==> config.mk <==
export PLATFORM = sky130hd
export DESIGN_NAME = apm_power_manager
export DESIGN_NICKNAME = d
export VERILOG_FILES = /design/src/core/apm_pkg.sv /design/src/core/apm_idle_timer.sv /design/src/core/apm_power_manager.sv
export SDC_FILE = /design/constraint.sdc
export NUM_CORES = 1
export LEC_CHECK = 0
export BUFFER_PORTS_ARGS = -buffer_cell sky130_fd_sc_hd__buf_2
export CAP_MARGIN = 10
export CORE_UTILIZATION = 60
export CTS_BUF_LIST = sky130_fd_sc_hd__clkbuf_16
export DETAILED_ROUTE_END_ITERATION = 10
export MAX_ROUTING_LAYER = met4
export PLACE_DENSITY = 0.95
export SYNTH_ARGS = -nofsm -noshare
export SYNTH_HDL_FRONTEND = slang
export SYNTH_SLANG_ARGS = --single-unit
==> constraint.sdc <==
create_clock -name clock -period 8 [get_ports clock]
set_input_delay 0.4 -clock clock [delete_from_list [all_inputs] [get_ports clock]]
set_output_delay 0.4 -clock clock [all_outputs]
set_load 0.02 [all_outputs]
==> src/core/apm_pkg.sv <==
// constants and types for the activity power manager
// Function
// - three inactivity timers: doze, standby, suspend
// - timer expiry raises management interrupt
// - activity while powered down raises interrupt
// - three deeper states chosen by longer idleness
// - house-keeping bursts absorbed in doze and standby only
// - peripheral timer flags peripheral inactivity
// - suspend output throttled in on, doze and standby; held low in suspend
// - power plane control outputs
// - internal clocks stop in suspend once the processor has drained
package apm_pkg;
  localparam int unsigned TIMER_W     = 16;
  localparam int unsigned PLANES      = 4;
  localparam logic [15:0] DOZE_DEF    = 16'h0100;
  localparam logic [15:0] STBY_DEF    = 16'h1000;
  localparam logic [15:0] SUSPEND_THROTTLE_OUT_DEF    = 16'h8000;
  localparam logic [15:0] HK_DEF      = 16'h0020;
  localparam logic [15:0] PERIPH_DEF  = 16'h4000;
  localparam logic [3:0]  PLANE_RST   = 4'hF;
  localparam logic [3:0]  THROT_RST   = 4'h0;
  typedef enum logic [1:0] {
    APM_ON,
    APM_DOZE,
    APM_STBY,
    APM_SUSPEND_THROTTLE_OUT
  } apm_state_t;
endpackage

==> src/core/apm_idle_timer.sv <==
// reloadable down-counting inactivity timer
`timescale 1ns/1ps
`default_nettype none
module apm_idle_timer #(
  parameter int unsigned W = 16
) (
  input  wire logic         clock,
  input  wire logic         rst_n,
  input  wire logic         ce,
  input  wire logic         run,
  input  wire logic         reload,
  input  wire logic [W-1:0] period,
  output logic              expired
);
  logic [W-1:0] cnt_r;
  logic [W-1:0] cnt_nxt;
  logic         exp_r;
  logic         exp_nxt;
  logic         load_r;
  logic         load_nxt;

  // activity wins over counting; expiry is a one-cycle pulse
  // first enabled cycle after reset takes the period, so the first expiry
  // comes after a full programmed interval rather than the all-ones count
  always_comb begin
    cnt_nxt  = cnt_r;
    exp_nxt  = 1'b0;
    load_nxt = 1'b0;
    if (reload || !run || load_r) begin
      cnt_nxt = period;
    end else if (cnt_r != '0) begin
      cnt_nxt = cnt_r - 1'b1;
      exp_nxt = (cnt_r == W'(1));
    end
  end

  always_ff @(posedge clock or negedge rst_n) begin
    if (!rst_n) begin
      cnt_r  <= '1;
      exp_r  <= 1'b0;
      load_r <= 1'b1;
    end else if (ce) begin
      cnt_r  <= cnt_nxt;
      exp_r  <= exp_nxt;
      load_r <= load_nxt;
    end
  end

  assign expired = exp_r;
endmodule
`default_nettype wire

==> src/core/apm_power_manager.sv <==
// activity power manager: idle timers, power states, interrupt, throttle
`timescale 1ns/1ps
`default_nettype none
module apm_power_manager #(
  parameter int unsigned W = apm_pkg::TIMER_W,
  parameter int unsigned NP = apm_pkg::PLANES
) (
  input  wire logic          clock,
  input  wire logic          nrst,
  input  wire logic          ce,
  input  wire logic          sys_activity,
  input  wire logic          hk_activity,
  input  wire logic          periph_activity,
  input  wire logic [W-1:0]  doze_period,
  input  wire logic [W-1:0]  stby_period,
  input  wire logic [W-1:0]  suspend_throttle_out_period,
  input  wire logic [W-1:0]  hk_period,
  input  wire logic [W-1:0]  periph_period,
  input  wire logic          expiry_irq_en,
  input  wire logic          wake_irq_en,
  input  wire logic          goto_on,
  input  wire logic          goto_doze,
  input  wire logic          goto_stby,
  input  wire logic          goto_suspend_throttle_out,
  input  wire logic          auto_step,
  input  wire logic [3:0]    throttle_duty,
  input  wire logic [NP-1:0] plane_off_req,
  input  wire logic          cpu_drained,
  input  wire logic          irq_ack,
  output logic               system_mgmt_interrupt,
  output logic [1:0]         irq_cause,
  output logic               suspend_throttle_out,
  output logic [NP-1:0]      plane_power_en,
  output logic               clock_run,
  output logic               periph_idle,
  output logic [1:0]         power_state
);
  initial begin
    if (W < 2 || NP < 1) $error("apm: bad parameters");
  end

  // reset release through two flops
  logic rs1_r;
  logic rs2_r;
  always_ff @(posedge clock or negedge nrst) begin
    if (!nrst) begin
      rs1_r <= 1'b0;
      rs2_r <= 1'b0;
    end else begin
      rs1_r <= 1'b1;
      rs2_r <= rs1_r;
    end
  end
  wire logic rst_n = rs2_r;

  // activity pins come from outside: two-flop synchronisers
  logic [2:0] act_s1_r;
  logic [2:0] act_s2_r;
  always_ff @(posedge clock or negedge rst_n) begin
    if (!rst_n) begin
      act_s1_r <= 3'h0;
      act_s2_r <= 3'h0;
    end else if (ce) begin
      act_s1_r <= {periph_activity, hk_activity, sys_activity};
      act_s2_r <= act_s1_r;
    end
  end
  wire logic sys_act = act_s2_r[0];
  wire logic hk_act  = act_s2_r[1];
  wire logic per_act = act_s2_r[2];

  apm_pkg::apm_state_t st_r;
  apm_pkg::apm_state_t st_nxt;
  logic                irq_r;
  logic                irq_nxt;
  logic [1:0]          cause_r;
  logic [1:0]          cause_nxt;
  logic                hk_busy_r;
  logic                hk_busy_nxt;
  logic                per_idle_r;
  logic                per_idle_nxt;
  logic                doze_exp;
  logic                stby_exp;
  logic                suspend_throttle_out_exp;
  logic                hk_exp;
  logic                per_exp;

  // house-keeping bursts do not count as system activity while dozing/standby
  wire logic powered_down = (st_r != apm_pkg::APM_ON);
  wire logic hk_absorbed  = hk_act && (st_r == apm_pkg::APM_DOZE
                                       || st_r == apm_pkg::APM_STBY);
  wire logic eff_act = sys_act || (hk_act && !hk_absorbed);

  // three idle timers, each reloaded by system activity
  apm_idle_timer #(.W(W)) u_doze (.clock(clock), .rst_n(rst_n), .ce(ce),
    .run(1'b1), .reload(eff_act), .period(doze_period), .expired(doze_exp));
  apm_idle_timer #(.W(W)) u_stby (.clock(clock), .rst_n(rst_n), .ce(ce),
    .run(1'b1), .reload(eff_act), .period(stby_period), .expired(stby_exp));
  apm_idle_timer #(.W(W)) u_suspend_throttle_out (.clock(clock), .rst_n(rst_n), .ce(ce),
    .run(1'b1), .reload(eff_act), .period(suspend_throttle_out_period), .expired(suspend_throttle_out_exp));
  // house-keeping window: counts down once an absorbed burst ends, until it expires
  apm_idle_timer #(.W(W)) u_hk (.clock(clock), .rst_n(rst_n), .ce(ce),
    .run(hk_busy_r), .reload(hk_absorbed), .period(hk_period),
    .expired(hk_exp));
  apm_idle_timer #(.W(W)) u_per (.clock(clock), .rst_n(rst_n), .ce(ce),
    .run(1'b1), .reload(per_act), .period(periph_period),
    .expired(per_exp));

  // power state, interrupt and side timers
  always_comb begin
    st_nxt       = st_r;
    irq_nxt      = irq_r;
    cause_nxt    = cause_r;
    hk_busy_nxt  = hk_busy_r;
    per_idle_nxt = per_idle_r;
    if (hk_absorbed) hk_busy_nxt = 1'b1;
    else if (hk_exp) hk_busy_nxt = 1'b0;
    if (per_act) per_idle_nxt = 1'b0;
    else if (per_exp) per_idle_nxt = 1'b1;
    if (irq_ack) irq_nxt = 1'b0;
    // software moves; optional hardware stepping deeper
    if (goto_on) st_nxt = apm_pkg::APM_ON;
    else if (goto_suspend_throttle_out) st_nxt = apm_pkg::APM_SUSPEND_THROTTLE_OUT;
    else if (goto_stby) st_nxt = apm_pkg::APM_STBY;
    else if (goto_doze) st_nxt = apm_pkg::APM_DOZE;
    else if (auto_step) begin
      unique case (st_r)
        apm_pkg::APM_ON:   if (doze_exp) st_nxt = apm_pkg::APM_DOZE;
        apm_pkg::APM_DOZE: if (stby_exp) st_nxt = apm_pkg::APM_STBY;
        apm_pkg::APM_STBY: if (suspend_throttle_out_exp) st_nxt = apm_pkg::APM_SUSPEND_THROTTLE_OUT;
        apm_pkg::APM_SUSPEND_THROTTLE_OUT: ;
      endcase
    end
    // set wins over acknowledge
    if (expiry_irq_en && (doze_exp || stby_exp || suspend_throttle_out_exp)) begin
      irq_nxt   = 1'b1;
      cause_nxt = 2'h1;
    end
    if (wake_irq_en && powered_down && eff_act) begin
      irq_nxt   = 1'b1;
      cause_nxt = 2'h2;
    end
  end

  always_ff @(posedge clock or negedge rst_n) begin
    if (!rst_n) begin
      st_r       <= apm_pkg::APM_ON;
      irq_r      <= 1'b0;
      cause_r    <= 2'h0;
      hk_busy_r  <= 1'b0;
      per_idle_r <= 1'b0;
    end else if (ce) begin
      st_r       <= st_nxt;
      irq_r      <= irq_nxt;
      cause_r    <= cause_nxt;
      hk_busy_r  <= hk_busy_nxt;
      per_idle_r <= per_idle_nxt;
    end
  end

  // throttle: duty out of 16 slots low on the suspend output
  logic [3:0]    ph_r;
  logic [3:0]    ph_nxt;
  logic          thr_r;
  logic          thr_nxt;
  logic          clk_run_r;
  logic          clk_run_nxt;
  logic [NP-1:0] plane_r;
  logic [NP-1:0] plane_nxt;
  always_comb begin
    ph_nxt      = ph_r + 4'h1;
    thr_nxt     = (ph_r >= throttle_duty);
    // clocks stop only once the processor has drained
    clk_run_nxt = !(st_r == apm_pkg::APM_SUSPEND_THROTTLE_OUT && cpu_drained);
    if (st_r == apm_pkg::APM_SUSPEND_THROTTLE_OUT) thr_nxt = 1'b0;
    plane_nxt   = ~plane_off_req;
  end

  always_ff @(posedge clock or negedge rst_n) begin
    if (!rst_n) begin
      ph_r      <= 4'h0;
      thr_r     <= 1'b1;
      clk_run_r <= 1'b1;
      plane_r   <= {NP{1'b1}};
    end else if (ce) begin
      ph_r      <= ph_nxt;
      thr_r     <= thr_nxt;
      clk_run_r <= clk_run_nxt;
      plane_r   <= plane_nxt;
    end
  end

  assign system_mgmt_interrupt = irq_r;
  assign irq_cause             = cause_r;
  assign suspend_throttle_out  = thr_r;
  assign plane_power_en        = plane_r;
  assign clock_run             = clk_run_r;
  assign periph_idle           = per_idle_r;
  assign power_state           = st_r;

  a_wake_irq: assert property (@(posedge clock) disable iff (!rst_n)
    ce && wake_irq_en && powered_down && eff_act |=> irq_r)
    else $error("wake activity gave no interrupt");
  a_expiry_irq: assert property (@(posedge clock) disable iff (!rst_n)
    ce && expiry_irq_en && doze_exp |=> irq_r && cause_r != 2'h0)
    else $error("expiry gave no interrupt");
  a_clock_stop: assert property (@(posedge clock) disable iff (!rst_n)
    ce && st_r == apm_pkg::APM_SUSPEND_THROTTLE_OUT && cpu_drained |=> !clk_run_r)
    else $error("clocks ran in suspend");
  a_clock_wait: assert property (@(posedge clock) disable iff (!rst_n)
    ce && !cpu_drained |=> clk_run_r)
    else $error("clocks stopped before drain");
  a_state_step: assert property (@(posedge clock) disable iff (!rst_n)
    ce && auto_step && !goto_on && !goto_doze && !goto_stby && !goto_suspend_throttle_out
      && st_r == apm_pkg::APM_ON && doze_exp |=> st_r == apm_pkg::APM_DOZE)
    else $error("no step to doze");
  a_hk_absorb: assert property (@(posedge clock) disable iff (!rst_n)
    ce && hk_absorbed && !sys_act
      && !(expiry_irq_en && (doze_exp || stby_exp || suspend_throttle_out_exp))
      |=> cause_r != 2'h2 || $past(cause_r) == 2'h2)
    else $error("house-keeping woke system");
  a_per_idle: assert property (@(posedge clock) disable iff (!rst_n)
    ce && per_exp && !per_act |=> per_idle_r)
    else $error("peripheral idle missed");
  a_plane_ctl: assert property (@(posedge clock) disable iff (!rst_n)
    ce |=> plane_r == ~$past(plane_off_req))
    else $error("plane control wrong");
  a_throttle: assert property (@(posedge clock) disable iff (!rst_n)
    ce && st_r == apm_pkg::APM_ON && throttle_duty == 4'hF && ph_r == 4'h0 |=> !thr_r)
    else $error("throttle inactive in on state");
endmodule
`default_nettype wire

# Word-level counts from Yosys, hierarchy flattened
# Cells that the tools add are included.
[word_totals]
register_bits = 93
in_bits = 103
word_cells = 108
[op_classes]
n_eq_ne = 10
n_addsub = 5
mux = 33
n_lt_le_gt_ge = 1
bitwise_logic = 1
reduce_logical = 37
[ops]
columns = ["op", "n"]
rows = [
  ["2-to-1 mux 16 bit", 8],
  ["== test 16 x 1 -> 1 bit, second input constant", 4],
  ["nonzero test 16 bit", 4],
  ["subtractor 16 x 1 -> 16 bit, second input constant", 4],
  ["2-to-1 mux 2 bit", 10],
  ["!= test 6 x 5 -> 1 bit, second input constant", 3],
  ["2-to-1 mux 1 bit", 14],
  ["AND reduction 2 bit", 7],
  ["nonzero test 2 bit", 7],
  ["nonzero test 7 bit", 1],
  ["logical AND 1 bit", 6],
  ["logical OR 1 bit", 6],
  ["one-hot mux 2 bit (3 select lines)", 1],
  ["AND reduction 6 bit", 1],
  ["nonzero test 5 bit", 1],
  ["adder 4 x 1 -> 4 bit, second input constant", 1],
  ["== test 2 bit, second input constant", 2],
  [">= comparator 4 bit", 1],
  ["inverter 4 bit", 1],
  ["nonzero test 3 bit", 1],
  ["== test 2 x 1 -> 1 bit, second input constant", 1],
  ["zero test 1 bit", 2],
  ["zero test 2 bit", 1],
]

# Depth between registers and ports, before layout
# Gate-level depths: netlist of run 1.
[depth]
ltp_word = 9
mapped_depth = 10

# Cells and area by module
# A second synthesis of run 1 with hierarchy kept.
[unflattened]
cells_unflattened = 612
hier_area_um2 = 6022.0
[modules_own_cells]
columns = ["module", "n_inst", "seq_area_each_um2", "cells_per_inst", "area_each_um2"]
rows = [
  ["apm_idle_timer", 4, 471.7, 128, 1214.9],
  ["apm_power_manager", 1, 608.1, 100, 1162.4],
]

# Least setup slack after synthesis of run 1
# OpenSTA, ideal clock, no wires.
[synth_timing]
path_type = "register to register"
start = "register st_r[0] (netlist: power_state[0])"
end = "register u_stby.cnt_r[3]"
slack_ps = 5674
path_stages_with_launch = 11
setup_ps = 86
arrival_ps = 2240
required_time_ps = 7914
n_path_buf = 3
path_cell_list = "dfrtp_1 inv_1 ha_1 nor2b_1 or3_1 clkbuf_1 clkbuf_1 clkbuf_1 nor2_1 o21ai_0 o21ai_0"
[synth_via]
elab_chain_len = 9
[synth_rtl]
columns = ["item", "line", "source"]
rows = [
  ["from (decl)", "apm_power_manager.sv:72", "apm_pkg::apm_state_t st_r;"],
  ["from (signal assigned)", "apm_power_manager.sv:147", "st_r <= apm_pkg::APM_ON;"],
  ["from (signal assigned)", "apm_power_manager.sv:153", "st_r <= st_nxt;"],
  ["== test 2 x 1 -> 1 bit or == test 2 bit (tied branches)", "apm_power_manager.sv:90, apm_power_manager.sv:91", ""],
  ["logical OR 1 bit *", "apm_power_manager.sv:91", "|| st_r == apm_pkg::APM_STBY);"],
  ["logical AND 1 bit *", "apm_power_manager.sv:90", "wire logic hk_absorbed = hk_act && (st_r == apm_pkg::APM_DOZE"],
  ["zero test 1 bit *", "apm_power_manager.sv:92", "wire logic eff_act = sys_act || (hk_act && !hk_absorbed);"],
  ["logical AND 1 bit *", "apm_power_manager.sv:92", ""],
  ["logical OR 1 bit *", "apm_power_manager.sv:92", ""],
  ["logical OR 1 bit *", "--", ""],
  ["nonzero test 2 bit (no line)", "--", ""],
  ["AND reduction 2 bit (no line)", "--", ""],
  ["to (signal assigned)", "apm_idle_timer.sv:43", "cnt_r <= cnt_nxt;"],
  ["to (decl)", "apm_idle_timer.sv:15", "logic [W-1:0] cnt_r;"],
]
# Every way passes the cells marked *; elsewhere a longest branch is shown, timed or not.
# A chain may end at the register's enable or synchronous reset.

# Worst setup path after layout of run 1
[layout_timing]
start = "register st_r[0] (netlist: power_state[0])"
end = "register u_doze.cnt_r[0]"
[layout_via]
elab_chain_len = 9
[layout_rtl]
columns = ["item", "line"]
rows = [
  ["== test 2 x 1 -> 1 bit or == test 2 bit (tied branches)", "apm_power_manager.sv:90, apm_power_manager.sv:91"],
  ["logical OR 1 bit *", "apm_power_manager.sv:91"],
  ["logical AND 1 bit *", "apm_power_manager.sv:90"],
  ["zero test 1 bit *", "apm_power_manager.sv:92"],
  ["logical AND 1 bit *", "apm_power_manager.sv:92"],
  ["logical OR 1 bit *", "apm_power_manager.sv:92"],
  ["logical OR 1 bit *", "--"],
  ["nonzero test 2 bit (no line)", "--"],
  ["AND reduction 2 bit (no line)", "--"],
  ["to (signal assigned)", "apm_idle_timer.sv:43"],
  ["to (decl)", "apm_idle_timer.sv:15"],
]
# Marks and branches as above.

==> results.py, run 1 <==
metrics = {
    "finish": {
        "drive_above_1_share": 0.315,
        "finish.utilization": 0.724,
        "fillerInstances": 653,
        "final_area_sq_um": 6370,
        "diodes": 0,
        "num-nets-final": 821,
        "synthToLayoutAreaGrowth_pct": 15.6,
    },
    "synth": {
        "yosysTopAreaCell": "dfstp_2",
        "synth-seq-cells": 93,
        "dominantRegCellSynth": "dfstp_2",
        "async_reset_ff_frac": 1.00,
        "synthTopCellsByCount": "o21ai_0 (76), dfstp_2 (71), a21oi_1 (57)",
        "syn-instance-count": 620,
        "ys_seq_area_frac": 0.438,
        "yosysWarnings": 0,
        "synth_most_common_cell": "o21ai_0",
        "yosysTopAreaCellShare": 0.338,
        "synth_area_sq_um": 5510,
        "synth_nets": 741,
        "syn_area_per_cell_sq_um": 8.89,
        "synth_top_cells_by_area": "dfstp_2 (34%), dfrtp_1 (10%), o21ai_0 (6.9%)",
        "synth_edf_count": 0,
        "yosysUniqueCellTypes": 68,
    },
    "routing": {
        "firstDrtPassIters": 9,
        "vias": 5261,
        "wl_per_cell_um": 16.9,
        "drc_errors": 6,
        "wirelength_mm": 13.8,
        "ant_nets": 0,
        "drt-initial-drc-count": 382,
        "viasPerCell": 6.47,
    },
    "power_and_ir_drop": {
        "leakagePower_uw": 0.00258,
        "seqPwrFrac": 0.458,
        "combPwrFrac": 0.273,
        "power_density_nw_per_um2": 272,
        "ir_worst_vdd_mv": 0.157,
        "intPower_uw": 1130,
        "p_sw_uw": 601,
        "power_switching_share": 0.347,
        "clkPwrFrac": 0.269,
    },
    "worst_setup_path": {
        "end_kind": "register",
        "path_buf_inv": 3,
        "cp_max_fo": 89,
        "worst-setup-path-type": "reg2reg",
        "rr_worst_depth": 8,
        "start_kind": "register",
        "cp.arrival_ps": 3400,
        "r2r-start": "power_state[0]",
        "critPathTopFamily": "compound AO/OA/AOI/OAI gates",
        "r2r_end": "u_doze.cnt_r[0]",
        "cpPeakStageDelay_ps": 850,
        "cp_cell_sequence": "inv_1, ha_1, nor2b_1, or3_2, buf_4, o31ai_2, inv_1, o221a_2",
        "slowest_stage": "o31ai_2",
        "cpMostUsedCell": "inv_1",
        "required_ps": 8270,
        "reg2reg_slack_ps": 4870,
    },
    "run_status": {
        "violations": "DRC",
        "status": "complete, but fails checks",
    },
    "placement": {
        "post-dp-hpwl_mm": 9.11,
        "gp_congestion": 0.945,
        "port_buffers": 98,
        "place_area_sq_um": 6030,
    },
    "job": {
        "cap_violations": 0,
    },
    "global_routing": {
        "grt_start_max_net_pins": 90,
        "grt_use_met3": 0.0451,
        "antenna_found_initial": 0,
        "grt_pass1_wl_mm": 22.6,
        "grt_use_total": 0.299,
        "grt_pass1_vias": 4949,
        "grt.met2_usage": 0.491,
        "grt_busiest_layer": "met2",
        "met1_usage": 0.373,
        "grt_overflow": 0,
    },
    "floorplanning": {
        "ioPinCount": 115,
        "die_x_um": 97.9,
        "rows": 34,
        "die_h_um": 97.9,
        "fp.coreArea_sq_um": 8810,
        "initial_core_util": 0.626,
        "die_area_sq_um": 9580,
    },
    "sta": {
        "whs_ps": 210,
        "setup_viol": 0,
        "maxSlewHeadroom": 0.377,
        "min_period_ps": 3130,
        "final.setup.tns_ps": 0,
        "slew_viol_final": 0,
        "timing.final.crit_share": 0.391,
        "hold_violations": 0,
        "worst_slew_pin_slew_ps": 935,
        "fmax_ghz": 0.320,
        "rsz0062_at_grt": "false",
        "fin_skew_ps": 7.43,
    },
    "min_path": {
        "hold_start": "plane_off_req[1]",
        "hold_class": "in2reg",
        "hold_end": "plane_power_en[1]",
        "hold_depth": 2,
    },
    "cts": {
        "tritoncts": "done",
        "insertion_delay_ps": 340,
        "clockBufferDepth": 2,
        "clk_pin_slew_ps": 70,
        "h-tree-depth": 3,
        "numCtsBuffers": 9,
        "cts_sinks": 93,
        "cts_root_buf": "clkbuf_16",
    },
}
==> placed cells by master, fill, tap and decap left out, drive strengths merged, types with 4 or more instances in the layout <==
cell type  count
o2bb2ai       15
buf          104
o31ai          4
or3            7
nand3         15
dfrtp         22
clkbuf         9
o211ai         5
a21oi         57
or4           12
nor3          35
clkinv         5
dfstp         71
and3           7
a31oi          5
o22ai          6
a21o           4
nor2          53
nor4          22
a31o           4
nand2         44
inv           24
mux2           8
o21ai         80
ha            18
a22oi          8
==> sequential cells by signal (all words and copies together) (netlist names), 2 cells and up <==
| signal | flops |
|---|---|
| act_s1_r | 3 |
| act_s2_r | 3 |
| irq_cause | 2 |
| ph_r | 4 |
| plane_power_en | 4 |
| power_state | 2 |
| u_doze.cnt_r | 16 |
| u_per.cnt_r | 16 |
| u_stby.cnt_r | 16 |
| u_suspend_throttle_out.cnt_r | 16 |
==> logic make-up after synthesis <==
group	synth area share
muxes	0.0182
xor gates and xnor gates	0.00477
other	0.000680
and+or+nand+nor	0.206
DFF	0.438
buffers and inverters	0.0447
AOI/OAI and AO/OA	0.247
adders and majority gates	0.0408
==> power groups by stage <==
stage	logic [uW]	registers (uW)	clock network, uW
global route	533	812	485
global placement	437	779	0
finish	474	793	466
CTS	471	788	471
floorplan	345	772	0
detailed placement	466	791	0
==> how the worst max path moves through the flow <==
| stage | start | to | depth (start not counted) |
|---|---|---|---|
| after detailed placement | power_state[0] | u_doze.cnt_r[0] | 8 |
| after global routing | power_state[0] | u_doze.cnt_r[0] | 8 |
| after global placement | power_state[0] | u_doze.cnt_r[0] | 8 |
| after floorplan | rs2_r | act_s1_r[0] | 0 |
| after CTS | power_state[0] | u_doze.cnt_r[0] | 8 |
| final | power_state[0] | u_doze.cnt_r[0] | 8 |
==> routing by layer <==
| layer | vias up | share of wire |
|---|---|---|
| met2 | 259 | 0.49 |
| met5 | - | 0 |
| met1 | 2495 | 0.41 |
| li1 | 2466 | - |
| met3 | 41 | 0.072 |
| met4 | 0 | 0.026 |
==> metrics by stage <==
| stage | setup WS (ps) | instances | power [uW] |
|---|---|---|---|
| CTS | 4950 | 812 | 1730 |
| floorplan | 5340 | 620 | 1120 |
| global route | 4650 | 813 | 1830 |
| global placement | 5050 | 795 | 1220 |
| finish | 4870 | 813 | 1730 |
| detailed placement | 4980 | 795 | 1260 |
==> worst register-to-register path, stage by stage (launching register included) <==
cell,delay (ps)
dfrtp_1,430
inv_1,100
ha_1,320
nor2b_1,80
or3_2,410
buf_4,370
o31ai_2,900
inv_1,160
o221a_2,290
==> final cells by class <==
class	instances	area, sq um	area share
inverter	24	90.1	0.0141
tap	108	135	0.0212
sequential	93	2420	0.380
multi-input combinational	467	2860	0.448
clock buffer	9	225	0.0353
clock inverter	7	98.8	0.0155
timing repair buffer	105	546	0.0856
==> repair_timing <==
item | 4_1_cts | 5_1_grt
endpoints found under the hold margin | 2 | 0
resized for setup | 0 | 0
hold buffers | 1 | 0
buffers inserted | 0 | 0
endpoints found under the setup margin | 0 | 0
No activity file was read; power rests on OpenSTA's default activity.
==> inputs of run 2 (changes only) <==
--- a/config.mk
+++ b/config.mk
@@ -7,11 +7,11 @@
 export LEC_CHECK = 0
 export BUFFER_PORTS_ARGS = -buffer_cell sky130_fd_sc_hd__buf_2
 export CAP_MARGIN = 10
-export CORE_UTILIZATION = 60
+export CORE_UTILIZATION = 55
 export CTS_BUF_LIST = sky130_fd_sc_hd__clkbuf_16
 export DETAILED_ROUTE_END_ITERATION = 10
 export MAX_ROUTING_LAYER = met4
-export PLACE_DENSITY = 0.95
+export PLACE_DENSITY = 0.91
 export SYNTH_ARGS = -nofsm -noshare
 export SYNTH_HDL_FRONTEND = slang
 export SYNTH_SLANG_ARGS = --single-unit
==> constraint.sdc (replaced) <==
create_clock -name clock -period 3 [get_ports clock]
set_input_delay 0.15 -clock clock [delete_from_list [all_inputs] [get_ports clock]]
set_output_delay 0.15 -clock clock [all_outputs]
set_load 0.02 [all_outputs]
==> results.py, run 2 (same netlist as run 1, synthesis figures left out) <==
metrics = {
    "cts": {
        "cts_sinks": 93,
        "clk_pin_slew_ps": 60,
        "numCtsBuffers": 9,
        "insertion_delay_ps": 340,
        "cts_root_buf": "clkbuf_16",
        "ctsResizeCount": 0,
        "post_cts_buffers": 0,
        "clockBufferDepth": 2,
        "tritoncts": "done",
        "h-tree-depth": 3,
    },
    "routing": {
        "firstDrtPassIters": 7,
        "ant_nets": 0,
        "drc_errors": 0,
        "wl_per_cell_um": 16.4,
        "viasPerCell": 6.18,
        "drt-initial-drc-count": 470,
        "wirelength_mm": 13.9,
        "vias": 5249,
    },
    "worst_setup_path": {
        "r2r-start": "power_state[1]",
        "end_kind": "register",
        "start_kind": "register",
        "reg2reg_slack_ps": 370,
        "cp_max_fo": 35,
        "cp-endpoint": "u_doze.cnt_r[6]",
        "required_ps": 3260,
        "r2r_end": "u_doze.cnt_r[6]",
        "rr_worst_depth": 8,
        "setup.worst_path.start": "power_state[1]",
        "cp.arrival_ps": 2890,
        "worst-setup-path-type": "reg2reg",
    },
    "sta": {
        "worst_slew_pin_slew_ps": 734,
        "timing.final.crit_share": 0.878,
        "setup_viol": 0,
        "fmax_ghz": 0.380,
        "rsz0062_at_grt": "false",
        "maxSlewHeadroom": 0.511,
        "hold_violations": 0,
        "fin_skew_ps": 5.67,
        "whs_ps": 39.4,
        "min_period_ps": 2630,
        "slew_viol_final": 0,
        "final.setup.tns_ps": 0,
    },
    "global_routing": {
        "grt_pass1_wl_mm": 22.9,
        "grt_overflow": 0,
        "grt_pass1_vias": 5086,
        "grt_use_total": 0.289,
        "antenna_found_initial": 0,
        "grt_start_max_net_pins": 59,
    },
    "finish": {
        "fillerInstances": 782,
        "final_common_cell": "buf_2",
        "fin_cells": 850,
        "num-nets-final": 833,
        "diodes": 0,
        "drive_above_1_share": 0.315,
        "register_area_sq_um": 2420,
        "multi_input_area_sq_um": 2860,
        "layout_common_cells": "buf_2 (98), o21ai_0 (76), dfstp_2 (71)",
        "synthToLayoutAreaGrowth_pct": 17.5,
    },
    "floorplanning": {
        "ioPinCount": 115,
        "rows": 36,
        "die_area_sq_um": 10400,
        "initial_core_util": 0.567,
        "fp.coreArea_sq_um": 9730,
        "die_h_um": 102,
        "die_x_um": 102,
    },
    "power_and_ir_drop": {
        "ir_worst_vdd_mv": 0.317,
        "leakagePower_uw": 0.00262,
        "power_uw": 4510,
        "power_density_nw_per_um2": 696,
    },
    "placement": {
        "post-dp-hpwl_mm": 9.66,
        "gp_congestion": 0.923,
        "port_buffers": 98,
        "post-place-cells": 828,
    },
    "job": {
        "cap_violations": 0,
    },
    "run_status": {
        "status": "completed",
    },
    "min_path": {
        "hold_class": "in2reg",
    },
}
## run 2: cell types whose count changed in the layout (fill, tap and decap cells not counted), sizes merged
cell | previous run | this run
buf | 104 | 111
dlygate4sd3 | 1 | 6
bufinv | 2 | 1
clkinvlp | 0 | 1
## run 2: per-stage QoR
step	setup slack (ps)	utilization	cell area (sq um)
after floorplan	342	-	5510
after global placement	526	0.631	6130
after detailed placement	385	0.631	6130
after CTS	401	0.666	6480
after global routing	251	0.666	6480
final	365	0.666	6480
## run 2: per-layer routing
metal  GRT usage  vias up  wire length, um
met4       0.132        0              304
li1            -     2497                -
met3      0.0479       32              808
met1       0.353     2499             6130
met2       0.469      221             6680
met5           -        -                0
## run 2: critical path, cell delays in order (launching register included)
cell and delay (ps):
dfrtp_1 450, inv_1 90, ha_1 320, nor2b_1 80
or3_2 730, buf_4 300, nor2_1 260, nand2_1 110
o31ai_1 200
## run 2: cell type report
cell class / instances / share of cell area
clock buffers: 9 / 0.0348
clock inverters: 7 / 0.00889
inverters: 24 / 0.0139
multi-input cells: 467 / 0.441
flip-flops and latches: 93 / 0.374
well taps: 133 / 0.0257
repair buffers: 117 / 0.102
## run 2: power breakdown
group	leakage [uW]	internal (uW)	total (uW)	switching, uW
clock network	0.000139	633	1110	477
registers	0.00101	1760	2120	365
logic	0.00146	549	1270	725
total	0.00262	2940	4510	1570
## run 2: worst min-delay path by stage
stage	startpoint	end	slack, ps	cells after the start
final	hk_activity	act_s1_r[1]	40	2
after global routing	hk_activity	act_s1_r[1]	50	2
after CTS	hk_activity	act_s1_r[1]	30	2
after detailed placement	nrst	rs1_r	-60	1
after global placement	nrst	rs1_r	-60	1
after floorplan	nrst	rs1_r	-150	0
## run 2: timing repair
| item | 4_1_cts | 5_1_grt |
|---|---|---|
| setup endpoints to repair | 0 | 0 |
| endpoints found under the hold margin | 7 | 0 |
| hold buffers | 6 | 0 |
==> inputs of run 3 (changes only) <==
--- a/config.mk
+++ b/config.mk
@@ -7,11 +7,12 @@
 export LEC_CHECK = 0
 export BUFFER_PORTS_ARGS = -buffer_cell sky130_fd_sc_hd__buf_2
 export CAP_MARGIN = 10
-export CORE_UTILIZATION = 55
+export CORE_UTILIZATION = 56
 export CTS_BUF_LIST = sky130_fd_sc_hd__clkbuf_16
 export DETAILED_ROUTE_END_ITERATION = 10
 export MAX_ROUTING_LAYER = met4
-export PLACE_DENSITY = 0.91
+export PLACE_DENSITY = 0.92
 export SYNTH_ARGS = -nofsm -noshare
 export SYNTH_HDL_FRONTEND = slang
+export SYNTH_HIERARCHICAL = 1
 export SYNTH_SLANG_ARGS = --single-unit
==> results.py, run 3 <==
metrics = {
    "synth": {
        "dominantRegCellSynth": "dfstp_2",
        "synth_area_sq_um": 6020,
        "synth-seq-cells": 96,
        "synth-compound-area-share": 0.240,
        "yosysWarnings": 6,
        "synthTopCellsByCount": "dfstp_2 (74), o21ai_0 (57), nand2_1 (45)",
        "syn_area_per_cell_sq_um": 9.84,
        "synth-xor-area-share": 0.00436,
        "yosysTopAreaCell": "dfstp_2",
        "synthAdderAreaFrac": 0.0353,
        "synthMuxAreaShare": 0.0382,
        "synth_most_common_cell": "dfstp_2",
        "yosysTopAreaCellShare": 0.323,
        "synth_top_family_by_area": "compound AO/OA/AOI/OAI gates",
        "synth_top_cells_by_area": "dfstp_2 (32%), dfrtp_1 (9.1%), a22o_1 (6.0%)",
        "yosysUniqueCellTypes": 54,
        "syn-instance-count": 612,
        "synth_edf_count": 0,
        "yosys.area_share.simple": 0.218,
        "ys_seq_area_frac": 0.414,
        "async_reset_ff_frac": 1.00,
    },
    "sta": {
        "worst_slew_pin_slew_ps": 904,
        "maxSlewHeadroom": 0.397,
        "setup_slack_ps": 398,
        "fin_skew_ps": 8.86,
        "setup_viol": 0,
        "fmax_ghz": 0.384,
        "final.setup.tns_ps": 0,
        "slew_viol_final": 0,
        "rsz0062_at_grt": "false",
        "whs_ps": 39.9,
        "timing.final.crit_share": 0.867,
        "min_period_ps": 2600,
        "hold_violations": 0,
    },
    "routing": {
        "wirelength_mm": 14.7,
        "ant_nets": 0,
        "drc_errors": 0,
        "wl_per_cell_um": 17.1,
        "drt-initial-drc-count": 373,
        "viasPerCell": 6.22,
        "vias": 5355,
        "firstDrtPassIters": 5,
    },
    "cts": {
        "cts_sinks": 96,
        "cts_root_buf": "clkbuf_16",
        "tritoncts": "done",
        "clockBufferDepth": 2,
        "numCtsBuffers": 9,
        "insertion_delay_ps": 350,
        "h-tree-depth": 3,
        "ctsResizeCount": 0,
        "clk_pin_slew_ps": 60,
    },
    "global_routing": {
        "grt_start_max_net_pins": 73,
        "grt_use_total": 0.280,
        "grt_pass1_wl_mm": 24.4,
        "antenna_found_initial": 1,
        "grt_overflow": 0,
        "grt_pass1_vias": 5164,
    },
    "worst_setup_path": {
        "worst-setup-path-type": "reg2reg",
        "end_kind": "register",
        "r2r_end": "u_stby/cnt_r[1]",
        "r2r-start": "u_stby/cnt_r[0]",
        "cp_max_fo": 16,
        "required_ps": 3270,
        "reg2reg_slack_ps": 400,
        "setup.worst_path.start": "u_stby/cnt_r[0]",
        "cp.arrival_ps": 2870,
        "rr_worst_depth": 7,
        "start_kind": "register",
        "cp-endpoint": "u_stby/cnt_r[1]",
    },
    "power_and_ir_drop": {
        "power_density_nw_per_um2": 590,
        "leakagePower_uw": 0.00292,
        "ir_worst_vdd_mv": 0.365,
    },
    "placement": {
        "port_buffers": 98,
        "pre_cts_slack_ps": 451,
        "place_area_sq_um": 6680,
        "post-dp-hpwl_mm": 10.1,
        "gp_congestion": 0.901,
    },
    "min_path": {
        "hold_class": "in2reg",
        "hold_depth": 2,
    },
    "finish": {
        "final_common_cell": "buf_2",
        "num-nets-final": 839,
        "multi_input_area_sq_um": 3260,
        "synthToLayoutAreaGrowth_pct": 17.0,
        "fillerInstances": 794,
        "final_area_sq_um": 7040,
        "drive_above_1_share": 0.333,
        "layout_common_cells": "buf_2 (98), dfstp_2 (74), o21ai_0 (57)",
        "finish.utilization": 0.679,
        "register_area_sq_um": 2500,
    },
    "floorplanning": {
        "initial_core_util": 0.581,
        "rows": 37,
        "die_x_um": 106,
        "die_area_sq_um": 11200,
        "ioPinCount": 115,
        "die_h_um": 106,
        "fp.coreArea_sq_um": 10400,
    },
    "job": {
        "cap_violations": 0,
    },
    "run_status": {
        "status": "completed",
    },
}
[run 3: changes by cell type in the layout (fill, tap and decap cells not counted), sizes merged, moves of 9 or more]
cell     change
o21ai       -18
a22o        +38
or2         +10
a2bb2oi     +13
nor3        -15
a21oi       -37
o2bb2ai     -11
inv          +9
nor2        -15
a32o        +13
[run 3: power breakdown]
part / total [uW] / internal [uW] / switching [uW] / leakage [uW]
logic: 1050 / 483 / 564 / 0.00172
registers: 1910 / 1640 / 269 / 0.00105
clock network: 1190 / 717 / 476 / 0.000161
total: 4150 / 2840 / 1310 / 0.00292
[run 3: final cells by class]
cell class | count | share of cell area
sequential | 96 | 0.355
inverter | 30 | 0.0160
tap | 136 | 0.0242
multi-input combinational | 459 | 0.463
clock inverter | 7 | 0.0114
timing repair buffer | 123 | 0.0984
clock buffer | 9 | 0.0320
antenna | 1 | 0.000355
[run 3: worst min path at each step]
stage,from,endpoint,slack (ps)
detailed placement,nrst,rs1_r,-60
finish,hk_activity,act_s1_r[1],40
global placement,nrst,rs1_r,-60
global route,hk_activity,act_s1_r[1],50
CTS,periph_activity,act_s1_r[2],30
floorplan,nrst,rs1_r,-150
[run 3: stage by stage]
| step | power [uW] | cells |
|---|---|---|
| after floorplan | 2630 | 620 |
| after global placement | 2870 | 838 |
| after detailed placement | 2950 | 838 |
| after CTS | 4160 | 860 |
| after global routing | 4380 | 861 |
| final | 4150 | 861 |
[run 3: logic make-up (layout without fill, tap and decap cells)]
group           after synthesis  count (layout)
simple gates                209             209
compound gates              200             200
flops                        96              96
buf+inv                      65             169
mux                          21              21
fa+ha+maj                    17              17
xor+xnor                      3               3
other cells                   1              10
[run 3: timing repair]
item | in CTS | in global routing
endpoints found under the hold margin | 7 | 0
setup endpoints to repair | 0 | 0
setup buffers | 0 | 0
hold buffers | 6 | 0
[run 3: metal layers]
metal	up-vias	track usage	share of wire
li1	2530	-	-
met1	2576	0.364	0.43
met2	234	0.447	0.49
met3	15	0.0390	0.063
met4	0	0.105	0.013
met5	-	-	0
[run 3: worst max-delay path, stage by stage (launching register included)]
cell and delay (ps):
dfstp_2 570, inv_1 70, ha_1 250, or3b_1 350, nor4_4 50, buf_4 180, a21oi_2 650, mux2_1 390
